### src/dmnr_map.vh
// constants for the multiply, negate and round datapath
`ifndef DMNR_MAP_VH
`define DMNR_MAP_VH

// operation codes on op_i
`define DMNR_OP_MUL    3'h0
`define DMNR_OP_NEGD   3'h1
`define DMNR_OP_NEGA   3'h2
`define DMNR_OP_NEGAA  3'h3
`define DMNR_OP_RNDH   3'h4
`define DMNR_OP_RNDADD 3'h5
`define DMNR_OP_RNDSUB 3'h6
`define DMNR_OP_EXTR   3'h7

// data register limits
`define DMNR_D_MIN     32'h80000000
`define DMNR_D_MAX     32'h7FFFFFFF
`define DMNR_D_ZERO    32'h00000000

// accumulator limits
`define DMNR_A_MIN     40'h8000000000
`define DMNR_A_MAX     40'h7FFFFFFFFF
`define DMNR_A_ZERO    40'h0000000000

// half-word limits
`define DMNR_H_MAX     16'h7FFF
`define DMNR_H_MIN     16'h8000
`define DMNR_H_ZERO    16'h0000

// rounding positions: result lsb index
`define DMNR_RNDH_SH   16
`define DMNR_ROUND_AT_TWELVE_OPTION_SH  12

// write masks for the two register halves
`define DMNR_MASK_LO   2'h1
`define DMNR_MASK_HI   2'h2
`define DMNR_MASK_ALL  2'h3
`define DMNR_MASK_NONE 2'h0

`endif

### src/dmnr_dregs.v
// eight data registers with half-word write mask and registered reads
`timescale 1ns/1ps
`include "dmnr_map.vh"
module dmnr_dregs (
  // clock and reset
  input  wire        clk_i,
  input  wire        rst_i,
  // write port
  input  wire        we_i,
  input  wire [1:0]  wmask_i,
  input  wire [2:0]  waddr_i,
  input  wire [31:0] wdata_i,
  // read ports
  input  wire [2:0]  ra_i,
  input  wire [2:0]  rb_i,
  input  wire [2:0]  rc_i,
  output reg  [31:0] qa_o,
  output reg  [31:0] qb_o,
  output reg  [31:0] qc_o
);

  wire [255:0] flat_w;

  // one entry per register, each half written on its own mask bit
  genvar gi;
  generate
    for (gi = 0; gi < 8; gi = gi + 1) begin : g_ent
      reg [31:0] ent_q;
      always @(posedge clk_i) begin
        if (rst_i) begin
          ent_q <= `DMNR_D_ZERO;
        end else if (we_i && (waddr_i == gi)) begin
          if (wmask_i[0]) ent_q[15:0] <= wdata_i[15:0];
          if (wmask_i[1]) ent_q[31:16] <= wdata_i[31:16];
        end
      end
      assign flat_w[gi*32 +: 32] = ent_q;
    end
  endgenerate

  // registered reads: data appear one edge after the address
  always @(posedge clk_i) begin
    if (rst_i) begin
      qa_o <= `DMNR_D_ZERO;
      qb_o <= `DMNR_D_ZERO;
      qc_o <= `DMNR_D_ZERO;
    end else begin
      qa_o <= flat_w[ra_i*32 +: 32];
      qb_o <= flat_w[rb_i*32 +: 32];
      qc_o <= flat_w[rc_i*32 +: 32];
    end
  end

endmodule

### src/dmnr_rndsat.v
// biased round at a bit position, then 16-bit signed saturation
`timescale 1ns/1ps
`include "dmnr_map.vh"
module dmnr_rndsat #(
  parameter IW = 32,
  parameter SH = 16
) (
  input  wire [IW-1:0] in_i,
  output reg  [15:0]   res_o,
  output reg           sat_o
);

  localparam QW = IW + 1 - SH;

  wire [IW:0] half_w = {{IW{1'b0}}, 1'b1} << (SH - 1);
  wire [IW:0] sum_w  = {in_i[IW-1], in_i} + half_w;
  wire [QW-1:0] q_w  = sum_w[IW:SH];
  // all bits above the result sign must match it, else out of range
  wire fits_w = (q_w[QW-1:15] == {(QW-15){1'b0}}) ||
                (q_w[QW-1:15] == {(QW-15){1'b1}});

  // clamp toward the sign of the rounded sum
  always @* begin
    sat_o = ~fits_w;
    if (fits_w) begin
      res_o = q_w[15:0];
    end else if (sum_w[IW]) begin
      res_o = `DMNR_H_MIN;
    end else begin
      res_o = `DMNR_H_MAX;
    end
  end

endmodule

### src/dmnr_alu.v
// multiply, negate and rounding datapath with status flags
`timescale 1ns/1ps
`include "dmnr_map.vh"

// Notes on behaviour
// RULE1: multiply keeps low 32 product bits
// RULE2: multiply never touches any status flag
// RULE3: multiply leaves accumulators alone, product overwrites source 0
// RULE4: multiply never pairs in a parallel group
// RULE5: negate is zero minus source, accumulators saturate
// RULE6: 0x80000000 negates to max only saturating
// RULE7: long form selects saturation, short never saturates
// RULE8: any accumulator pairing, or both together
// RULE9: zero and negative flags follow the result
// RULE10: data negate sets overflow, sticky only set
// RULE11: accumulator overflow per accumulator, sticky set
// RULE12: short negate never pairs in parallel
// RULE13: half-word round adds bit 15, keeps 31:16
// RULE14: rounding always biased, mode bit ignored
// RULE15: signed fraction source, any register half
// RULE16: add or subtract, round, keep bits 27:12
// RULE17: twelve-bit round adds bit 11 first
// RULE18: rounding overflow on saturation, sticky set
// RULE19: destination any of sixteen register halves
// RULE20: accumulator extract saturates to 32 bits
// RULE21: result and flags commit in one cycle
module dmnr_alu (
  // clock and reset
  input  wire        clk_i,
  input  wire        rst_i,
  // operation request
  input  wire        op_valid_i,
  input  wire [2:0]  op_i,
  input  wire        op_short_i,
  input  wire        op_parallel_i,
  input  wire        op_sat_i,
  input  wire [2:0]  dst_i,
  input  wire        dst_hi_i,
  input  wire [2:0]  src0_i,
  input  wire [2:0]  src1_i,
  input  wire        acc_src_i,
  input  wire        acc_dst_i,
  // register loads from the core, idle cycles only
  input  wire        ld_dreg_en_i,
  input  wire [2:0]  ld_addr_i,
  input  wire [31:0] ld_data_i,
  input  wire        ld_acc0_en_i,
  input  wire        ld_acc1_en_i,
  input  wire [39:0] ld_acc_data_i,
  input  wire [2:0]  peek_addr_i,
  // operation status
  output reg         busy_o,
  output reg         done_o,
  output reg         refused_o,
  output reg  [31:0] result_o,
  // register views
  output wire [31:0] peek_data_o,
  output reg  [39:0] accumulator_zero_o,
  output reg  [39:0] accumulator_one_o,
  // arithmetic status flags
  output reg         zero_flag_o,
  output reg         negative_flag_o,
  output reg         overflow_flag_o,
  output reg         overflow_sticky_flag_o,
  output reg         acc0_overflow_flag_o,
  output reg         acc0_overflow_sticky_o,
  output reg         acc1_overflow_flag_o,
  output reg         acc1_overflow_sticky_o
);

  // captured operation, used in the execute cycle
  reg  [2:0] op_q;
  reg        short_q;
  reg        sat_q;
  reg  [2:0] dst_q;
  reg        hi_q;
  reg        asrc_q;
  reg        adst_q;

  wire [31:0] opa_w;
  wire [31:0] opb_w;

  // execute-cycle results
  reg         wr_d;
  reg  [1:0]  mask_d;
  reg  [31:0] wdata_d;
  reg  [31:0] res_d;
  reg  [39:0] acc0_d;
  reg  [39:0] acc1_d;
  reg         z_d;
  reg         n_d;
  reg         v_d;
  reg         vs_d;
  reg         av0_d;
  reg         acc0_overflow_sticky_d;
  reg         av1_d;
  reg         acc1_overflow_sticky_d;

  // negate of one accumulator: {saturated, value}
  function [40:0] neg_acc;
    input [39:0] a;
    begin
      if (a == `DMNR_A_MIN) begin
        neg_acc = {1'b1, `DMNR_A_MAX};
      end else begin
        neg_acc = {1'b0, `DMNR_A_ZERO - a};
      end
    end
  endfunction

  // any multiply or a short negate may not share an issue group
  wire bad_pair_w = op_parallel_i &&
                    ((op_i == `DMNR_OP_MUL) ||
                     ((op_i == `DMNR_OP_NEGD) && op_short_i));
  wire take_w = op_valid_i && !busy_o && !bad_pair_w;

  // register file: ports a/b feed operands, port c is the view
  dmnr_dregs u_dregs (
    .clk_i   (clk_i),
    .rst_i   (rst_i),
    .we_i    (wr_d),
    .wmask_i (mask_d),
    .waddr_i (busy_o ? dst_q : ld_addr_i),
    .wdata_i (wdata_d),
    .ra_i    (src0_i),
    .rb_i    (src1_i),
    .rc_i    (peek_addr_i),
    .qa_o    (opa_w),
    .qb_o    (opb_w),
    .qc_o    (peek_data_o)
  );

  // rounding units; no mode input exists, so rounding is always biased
  wire [15:0] rh_w;
  wire        rh_sat_w;
  wire [15:0] r12_w;
  wire        r12_sat_w;
  wire        sub_w = (op_q == `DMNR_OP_RNDSUB);
  wire [32:0] ab_w  = sub_w ? ({opa_w[31], opa_w} - {opb_w[31], opb_w})
                            : ({opa_w[31], opa_w} + {opb_w[31], opb_w});

  // RULE13 half-word round
  dmnr_rndsat #(
    .IW (32),
    .SH (`DMNR_RNDH_SH)
  ) u_rndh (
    .in_i  (opa_w),
    .res_o (rh_w),
    .sat_o (rh_sat_w)
  );

  // RULE17 twelve-bit round
  dmnr_rndsat #(
    .IW (33),
    .SH (`DMNR_ROUND_AT_TWELVE_OPTION_SH)
  ) u_round_at_twelve_option (
    .in_i  (ab_w),
    .res_o (r12_w),
    .sat_o (r12_sat_w)
  );

  wire [63:0] prod_w = opa_w * opb_w;
  wire [39:0] asel_w = asrc_q ? accumulator_one_o : accumulator_zero_o;
  wire [40:0] nsel_w = neg_acc(asel_w);
  wire [40:0] n0_w   = neg_acc(accumulator_zero_o);
  wire [40:0] n1_w   = neg_acc(accumulator_one_o);
  wire [15:0] r16_w  = (op_q == `DMNR_OP_RNDH) ? rh_w : r12_w;
  wire        rsat_w = (op_q == `DMNR_OP_RNDH) ? rh_sat_w : r12_sat_w;
  wire        ovr_w  = (opa_w == `DMNR_D_MIN);

  // compute result, write enable and next flags for this cycle
  always @* begin
    wr_d    = 1'b0;
    mask_d  = `DMNR_MASK_NONE;
    wdata_d = ld_data_i;
    res_d   = result_o;
    acc0_d  = accumulator_zero_o;
    acc1_d  = accumulator_one_o;
    z_d     = zero_flag_o;
    n_d     = negative_flag_o;
    v_d     = overflow_flag_o;
    vs_d    = overflow_sticky_flag_o;
    av0_d   = acc0_overflow_flag_o;
    acc0_overflow_sticky_d  = acc0_overflow_sticky_o;
    av1_d   = acc1_overflow_flag_o;
    acc1_overflow_sticky_d  = acc1_overflow_sticky_o;
    if (!busy_o) begin
      // idle: core loads are applied, flags hold
      wr_d   = ld_dreg_en_i;
      mask_d = `DMNR_MASK_ALL;
      if (ld_acc0_en_i) acc0_d = ld_acc_data_i;
      if (ld_acc1_en_i) acc1_d = ld_acc_data_i;
    end else begin
      case (op_q)
        `DMNR_OP_MUL: begin
          // RULE1 low word only
          wr_d    = 1'b1;
          mask_d  = `DMNR_MASK_ALL;
          wdata_d = prod_w[31:0];
          res_d   = prod_w[31:0];
          // RULE2 no flag assignment on this path
          // RULE3 accumulators keep their defaults
        end
        `DMNR_OP_NEGD: begin
          wr_d   = 1'b1;
          mask_d = `DMNR_MASK_ALL;
          // RULE6 only the most negative input can overflow
          // RULE7 short form ignores the saturation select
          if (ovr_w && sat_q && !short_q) begin
            wdata_d = `DMNR_D_MAX;
          end else begin
            wdata_d = `DMNR_D_ZERO - opa_w;
          end
          res_d = wdata_d;
          // RULE9 flags from result
          z_d = (wdata_d == `DMNR_D_ZERO);
          n_d = wdata_d[31];
          // RULE10 overflow set or cleared, sticky only set
          v_d  = ovr_w;
          vs_d = overflow_sticky_flag_o | ovr_w;
        end
        `DMNR_OP_NEGA: begin
          // RULE8 any source to any destination
          // RULE5 zero minus source, saturated at 40 bits
          if (adst_q) begin
            acc1_d = nsel_w[39:0];
            // RULE11 per-accumulator overflow
            av1_d  = nsel_w[40];
            acc1_overflow_sticky_d = acc1_overflow_sticky_o | nsel_w[40];
          end else begin
            acc0_d = nsel_w[39:0];
            av0_d  = nsel_w[40];
            acc0_overflow_sticky_d = acc0_overflow_sticky_o | nsel_w[40];
          end
          res_d = nsel_w[31:0];
          z_d   = (nsel_w[39:0] == `DMNR_A_ZERO);
          n_d   = nsel_w[39];
        end
        `DMNR_OP_NEGAA: begin
          // RULE8 both accumulators at once
          acc0_d = n0_w[39:0];
          acc1_d = n1_w[39:0];
          // RULE11 each accumulator judged on its own
          av0_d  = n0_w[40];
          acc0_overflow_sticky_d = acc0_overflow_sticky_o | n0_w[40];
          av1_d  = n1_w[40];
          acc1_overflow_sticky_d = acc1_overflow_sticky_o | n1_w[40];
          res_d  = n0_w[31:0];
          // RULE9 two results combine by or
          z_d = (n0_w[39:0] == `DMNR_A_ZERO) | (n1_w[39:0] == `DMNR_A_ZERO);
          n_d = n0_w[39] | n1_w[39];
        end
        `DMNR_OP_RNDH,
        `DMNR_OP_RNDADD,
        `DMNR_OP_RNDSUB: begin
          // RULE19 half picked by the destination select
          // RULE15 result lands in one half only
          wr_d    = 1'b1;
          mask_d  = hi_q ? `DMNR_MASK_HI : `DMNR_MASK_LO;
          wdata_d = {r16_w, r16_w};
          res_d   = {`DMNR_H_ZERO, r16_w};
          // RULE16 add or subtract before rounding
          // RULE14 no mode input consulted
          z_d = (r16_w == `DMNR_H_ZERO);
          n_d = r16_w[15];
          // RULE18 overflow follows saturation
          v_d  = rsat_w;
          vs_d = overflow_sticky_flag_o | rsat_w;
        end
        `DMNR_OP_EXTR: begin
          // RULE20 clamp accumulator to 32-bit range
          wr_d   = 1'b1;
          mask_d = `DMNR_MASK_ALL;
          if ((asel_w[39:31] == 9'h000) || (asel_w[39:31] == 9'h1FF)) begin
            wdata_d = asel_w[31:0];
          end else if (asel_w[39]) begin
            wdata_d = `DMNR_D_MIN;
          end else begin
            wdata_d = `DMNR_D_MAX;
          end
          res_d = wdata_d;
        end
        default: begin
          wr_d = 1'b0;
        end
      endcase
    end
  end

  // RULE4 RULE12 refusal of forbidden parallel groups
  always @(posedge clk_i) begin
    if (rst_i) begin
      refused_o <= 1'b0;
    end else begin
      refused_o <= op_valid_i && !busy_o && bad_pair_w;
    end
  end

  // capture an accepted operation; operands read at the same edge
  always @(posedge clk_i) begin
    if (rst_i) begin
      busy_o  <= 1'b0;
      done_o  <= 1'b0;
      op_q    <= `DMNR_OP_MUL;
      short_q <= 1'b0;
      sat_q   <= 1'b0;
      dst_q   <= 3'h0;
      hi_q    <= 1'b0;
      asrc_q  <= 1'b0;
      adst_q  <= 1'b0;
    end else begin
      // one operation in flight keeps reads clear of pending writes
      busy_o <= take_w;
      done_o <= busy_o;
      if (take_w) begin
        op_q    <= op_i;
        short_q <= op_short_i;
        sat_q   <= op_sat_i;
        dst_q   <= (op_i == `DMNR_OP_MUL) ? src0_i : dst_i;
        hi_q    <= dst_hi_i;
        asrc_q  <= acc_src_i;
        adst_q  <= acc_dst_i;
      end
    end
  end

  // RULE21 result, accumulators and flags commit on one edge
  always @(posedge clk_i) begin
    if (rst_i) begin
      result_o               <= `DMNR_D_ZERO;
      accumulator_zero_o     <= `DMNR_A_ZERO;
      accumulator_one_o      <= `DMNR_A_ZERO;
      zero_flag_o            <= 1'b0;
      negative_flag_o        <= 1'b0;
      overflow_flag_o        <= 1'b0;
      overflow_sticky_flag_o <= 1'b0;
      acc0_overflow_flag_o   <= 1'b0;
      acc0_overflow_sticky_o <= 1'b0;
      acc1_overflow_flag_o   <= 1'b0;
      acc1_overflow_sticky_o <= 1'b0;
    end else begin
      result_o               <= res_d;
      accumulator_zero_o     <= acc0_d;
      accumulator_one_o      <= acc1_d;
      zero_flag_o            <= z_d;
      negative_flag_o        <= n_d;
      overflow_flag_o        <= v_d;
      overflow_sticky_flag_o <= vs_d;
      acc0_overflow_flag_o   <= av0_d;
      acc0_overflow_sticky_o <= acc0_overflow_sticky_d;
      acc1_overflow_flag_o   <= av1_d;
      acc1_overflow_sticky_o <= acc1_overflow_sticky_d;
    end
  end

endmodule

### config.mk
export PLATFORM = sky130hd
export DESIGN_NAME = dmnr_alu
export DESIGN_NICKNAME = d
export VERILOG_FILES = /design/src/dmnr_dregs.v /design/src/dmnr_rndsat.v /design/src/dmnr_alu.v
export VERILOG_INCLUDE_DIRS = /design/src
export SDC_FILE = /design/constraint.sdc
export NUM_CORES = 2
export LEC_CHECK = 0
export BUFFER_PORTS_ARGS = -buffer_cell sky130_fd_sc_hd__buf_2
export CAP_MARGIN = 10
export CORE_MARGIN = 2
export CORE_UTILIZATION = 55
export CTS_BUF_LIST = sky130_fd_sc_hd__clkbuf_4 sky130_fd_sc_hd__clkbuf_8 sky130_fd_sc_hd__clkbuf_16
export DETAILED_ROUTE_END_ITERATION = 10
export GPL_TIMING_DRIVEN = 1
export HOLD_SLACK_MARGIN = 0.12
export PLACE_DENSITY = 0.85
export REMOVE_ABC_BUFFERS = 1
export SLEW_MARGIN = 5
export SYNTH_ARGS = -nofsm -noshare
export SYNTH_HDL_FRONTEND = slang
export SYNTH_SLANG_ARGS = --single-unit
### constraint.sdc
create_clock -name clk_i -period 7.77 [get_ports clk_i]
set_input_delay 1.1655 -clock clk_i [delete_from_list [all_inputs] [get_ports clk_i]]
set_output_delay 1.1655 -clock clk_i [all_outputs]
set_load 0.02 [all_outputs]
==> summary.txt <==
Status: complete, no violations
Die Span X: 300 um
Worst VDD drop: 187 uV
CP Class: reg2reg
Cells after synthesis: 5603
Clk sink count: 486
Placed insts: 6803
Gr ovfl total: 0
I/O Pins: 257
CTS tree: done
Hold Vio Cnt, Final: 0
Pre-CTS setup slack: -4.81 ps
Total of max-cap violations: 0
Final nets: 6382
CTS Root Cell: clkbuf_16
Fin util: 61.8%
Post-synth EDFFs: 0
Avg Cell Area, Syn: 8.62 um2
Buf/Inv on CP: 7
Stages on worst setup path: 28
Largest net degree at the start of global routing: 96
Core ar.: 86900 um2
Critical path arrival: 8260 ps
Yosys warnings: 0
Slew Limit Headroom: 17.0%
Worst Tran Pin Value: 1230 ps
Crit path max-delay family: adder cells
Most frequent cells in the layout: 493 x nor2_1, 490 x nand2_1, 470 x dfxtp_1, 410 x inv_1, 407 x fa_1
H-tree levels: 2
Filler cell count: 6960
Commonest non-fill, non-tap cell in the layout: nor2_1
Most numerous cell on the critical path: fa_1
Tmin final: 7740 ps
Vias in the first global route: 45638
Port bufs: 256
First-pass DRT Iterations: 8
Final WL: 185 mm
DP Wirelength: 138 mm
Slack of the critical path: 29.6 ps
Pwr Total: 8.43 mW
ANT nets after route: 0
Total CTS buffers: 54
Max Clk Rate: 129 MHz
DR WL/cell: 26.7 um
Async SR Flop Fraction: 0%
HP Class: reg2reg
Synth cell types: 105
Area grow syn2layout: 11.1%
Skew-Pair Late Insertion Delay: 660 ps
Global-route wire length before repair: 275 mm
Seq/Total Area, Yosys: 20.1%
Layout Cells excl Fill: 6915
Power per cell area: 157 nW/um2
Peak per-stage delay on the critical path: 520 ps
Final setup viols: 0
Slew Limit Fails: 0
R2R depth: 28
Clock slew at reported path FFs: 70 ps
Die H: 300 um
DRC: 0
Post-synth top flop: dfxtp_1
Crit Path Max Fanout: 14
CP max-delay cell: fa_1
Initial Utilization: 55.6%
Cell Area, Synth: 48300 um2
Vias: 46797
Worst Hold Depth: 1
Tcrit/Tclk final: 99.6%
Gr usage total: 39.9%
Placer congestion estimate: 1.06
Worst-case clock buffer depth: 3
Layout cells sized above 1: 16.0%
Synth Register Bits: 486
Die Footprint: 90200 um2
R2R Setup Slk: 30 ps
Leakage Power: 22.6 nW
DR iter-0 viols: 7043
Vias per cell: 6.77
Num rows: 108
Critical Path RT: 8290 ps
Setup crit start kind: register
Crit end category: register
Initial antenna violation count: 17
Fin Clk Skew: 35.6 ps
-- logic make-up after synthesis --
logic type,count (synthesis),share of synthesized area [%]
AOI/OAI and AO/OA,1034,13.9
xor gates and xnor gates,291,5.29
adders and majority gates,570,21.1
buffers and inverters,855,6.72
DFF,486,20.1
muxes,376,12.8
and+or+nand+nor,1991,20.0
-- routing by layer --
metal	vias up	GRT usage (%)	wire length, um	part of all wire, %
li1	19649	-	-	-
met1	22581	51.0	64100	35
met2	3642	59.4	79800	43
met3	905	11.0	25800	14
met4	20	26.3	14800	8.0
met5	-	0	130	0.070
-- Yosys cell counts (162+ instances only) --
| cell type | n | area share (%) |
|---|---|---|
| inv_1 | 410 | 3.2 |
| xnor2_1 | 173 | 3.1 |
| mux4_2 | 192 | 8.9 |
| clkbuf_1 | 395 | 3.1 |
| nor2_1 | 495 | 3.8 |
| ha_1 | 162 | 4.2 |
| and2_1 | 318 | 4.1 |
| mux2i_1 | 175 | 3.6 |
| nand3_1 | 261 | 2.7 |
| a21oi_1 | 217 | 2.2 |
| o21ai_0 | 337 | 3.5 |
| fa_1 | 408 | 17 |
| dfxtp_1 | 486 | 20 |
| nand2_1 | 490 | 3.8 |
-- power breakdown --
part | internal (mW) | switching (mW)
registers | 2.60 | 0.202
clock network | 1.67 | 1.20
logic | 0.978 | 1.77
total | 5.25 | 3.18
-- per-stage QoR --
stage / cell area, um2 / hold slack, ps / TNS (ps)
after global routing: 53700 / 497 / -1660
after detailed placement: 51300 / 447 / -4.81
final: 53700 / 468 / 0
after CTS: 53300 / 467 / 0
after floorplan: 46600 / 447 / 0
after global placement: 51300 / 445 / 0
-- timing repair --
item                       4_1_cts  5_1_grt
gates resized for setup          1       85
setup endpoints to repair        7      119
pin swaps                        1        6
setup buffers                    0        6
gates cloned                     0        0
hold buffers                     0        0
-- sequential cells by signal, indices dropped and copies added, names as in the netlist, 32 cells and up --
name	cells
u_dregs.qc_o	32
u_dregs.qa_o	32
u_dregs.g_ent.ent_q	256
result_o	32
accumulator_zero_o	40
accumulator_one_o	40
u_dregs.qb_o	32
-- path summary, 6_finish.rpt --
check | start | to
worst min-delay path | result_o[0] | result_o[0]
worst min register to register | result_o[0] | result_o[0]
worst max-delay path | u_dregs.qa_o[1] | u_dregs.g_ent[6].ent_q[24]
worst max register to register | u_dregs.qa_o[1] | u_dregs.g_ent[6].ent_q[24]
-- area by class of cell --
class	count	area, um2	share of cell area (%)
diodes	6	15.0	0.0280
inverters	412	1550	2.89
multi-input cells	4262	35600	66.3
well taps	1155	1450	2.69
clock buffers	72	1580	2.94
flip-flops and latches	486	9750	18.2
clock inverters	28	383	0.713
repair buffers	494	3340	6.23
(Power assumes the default switching activity.)
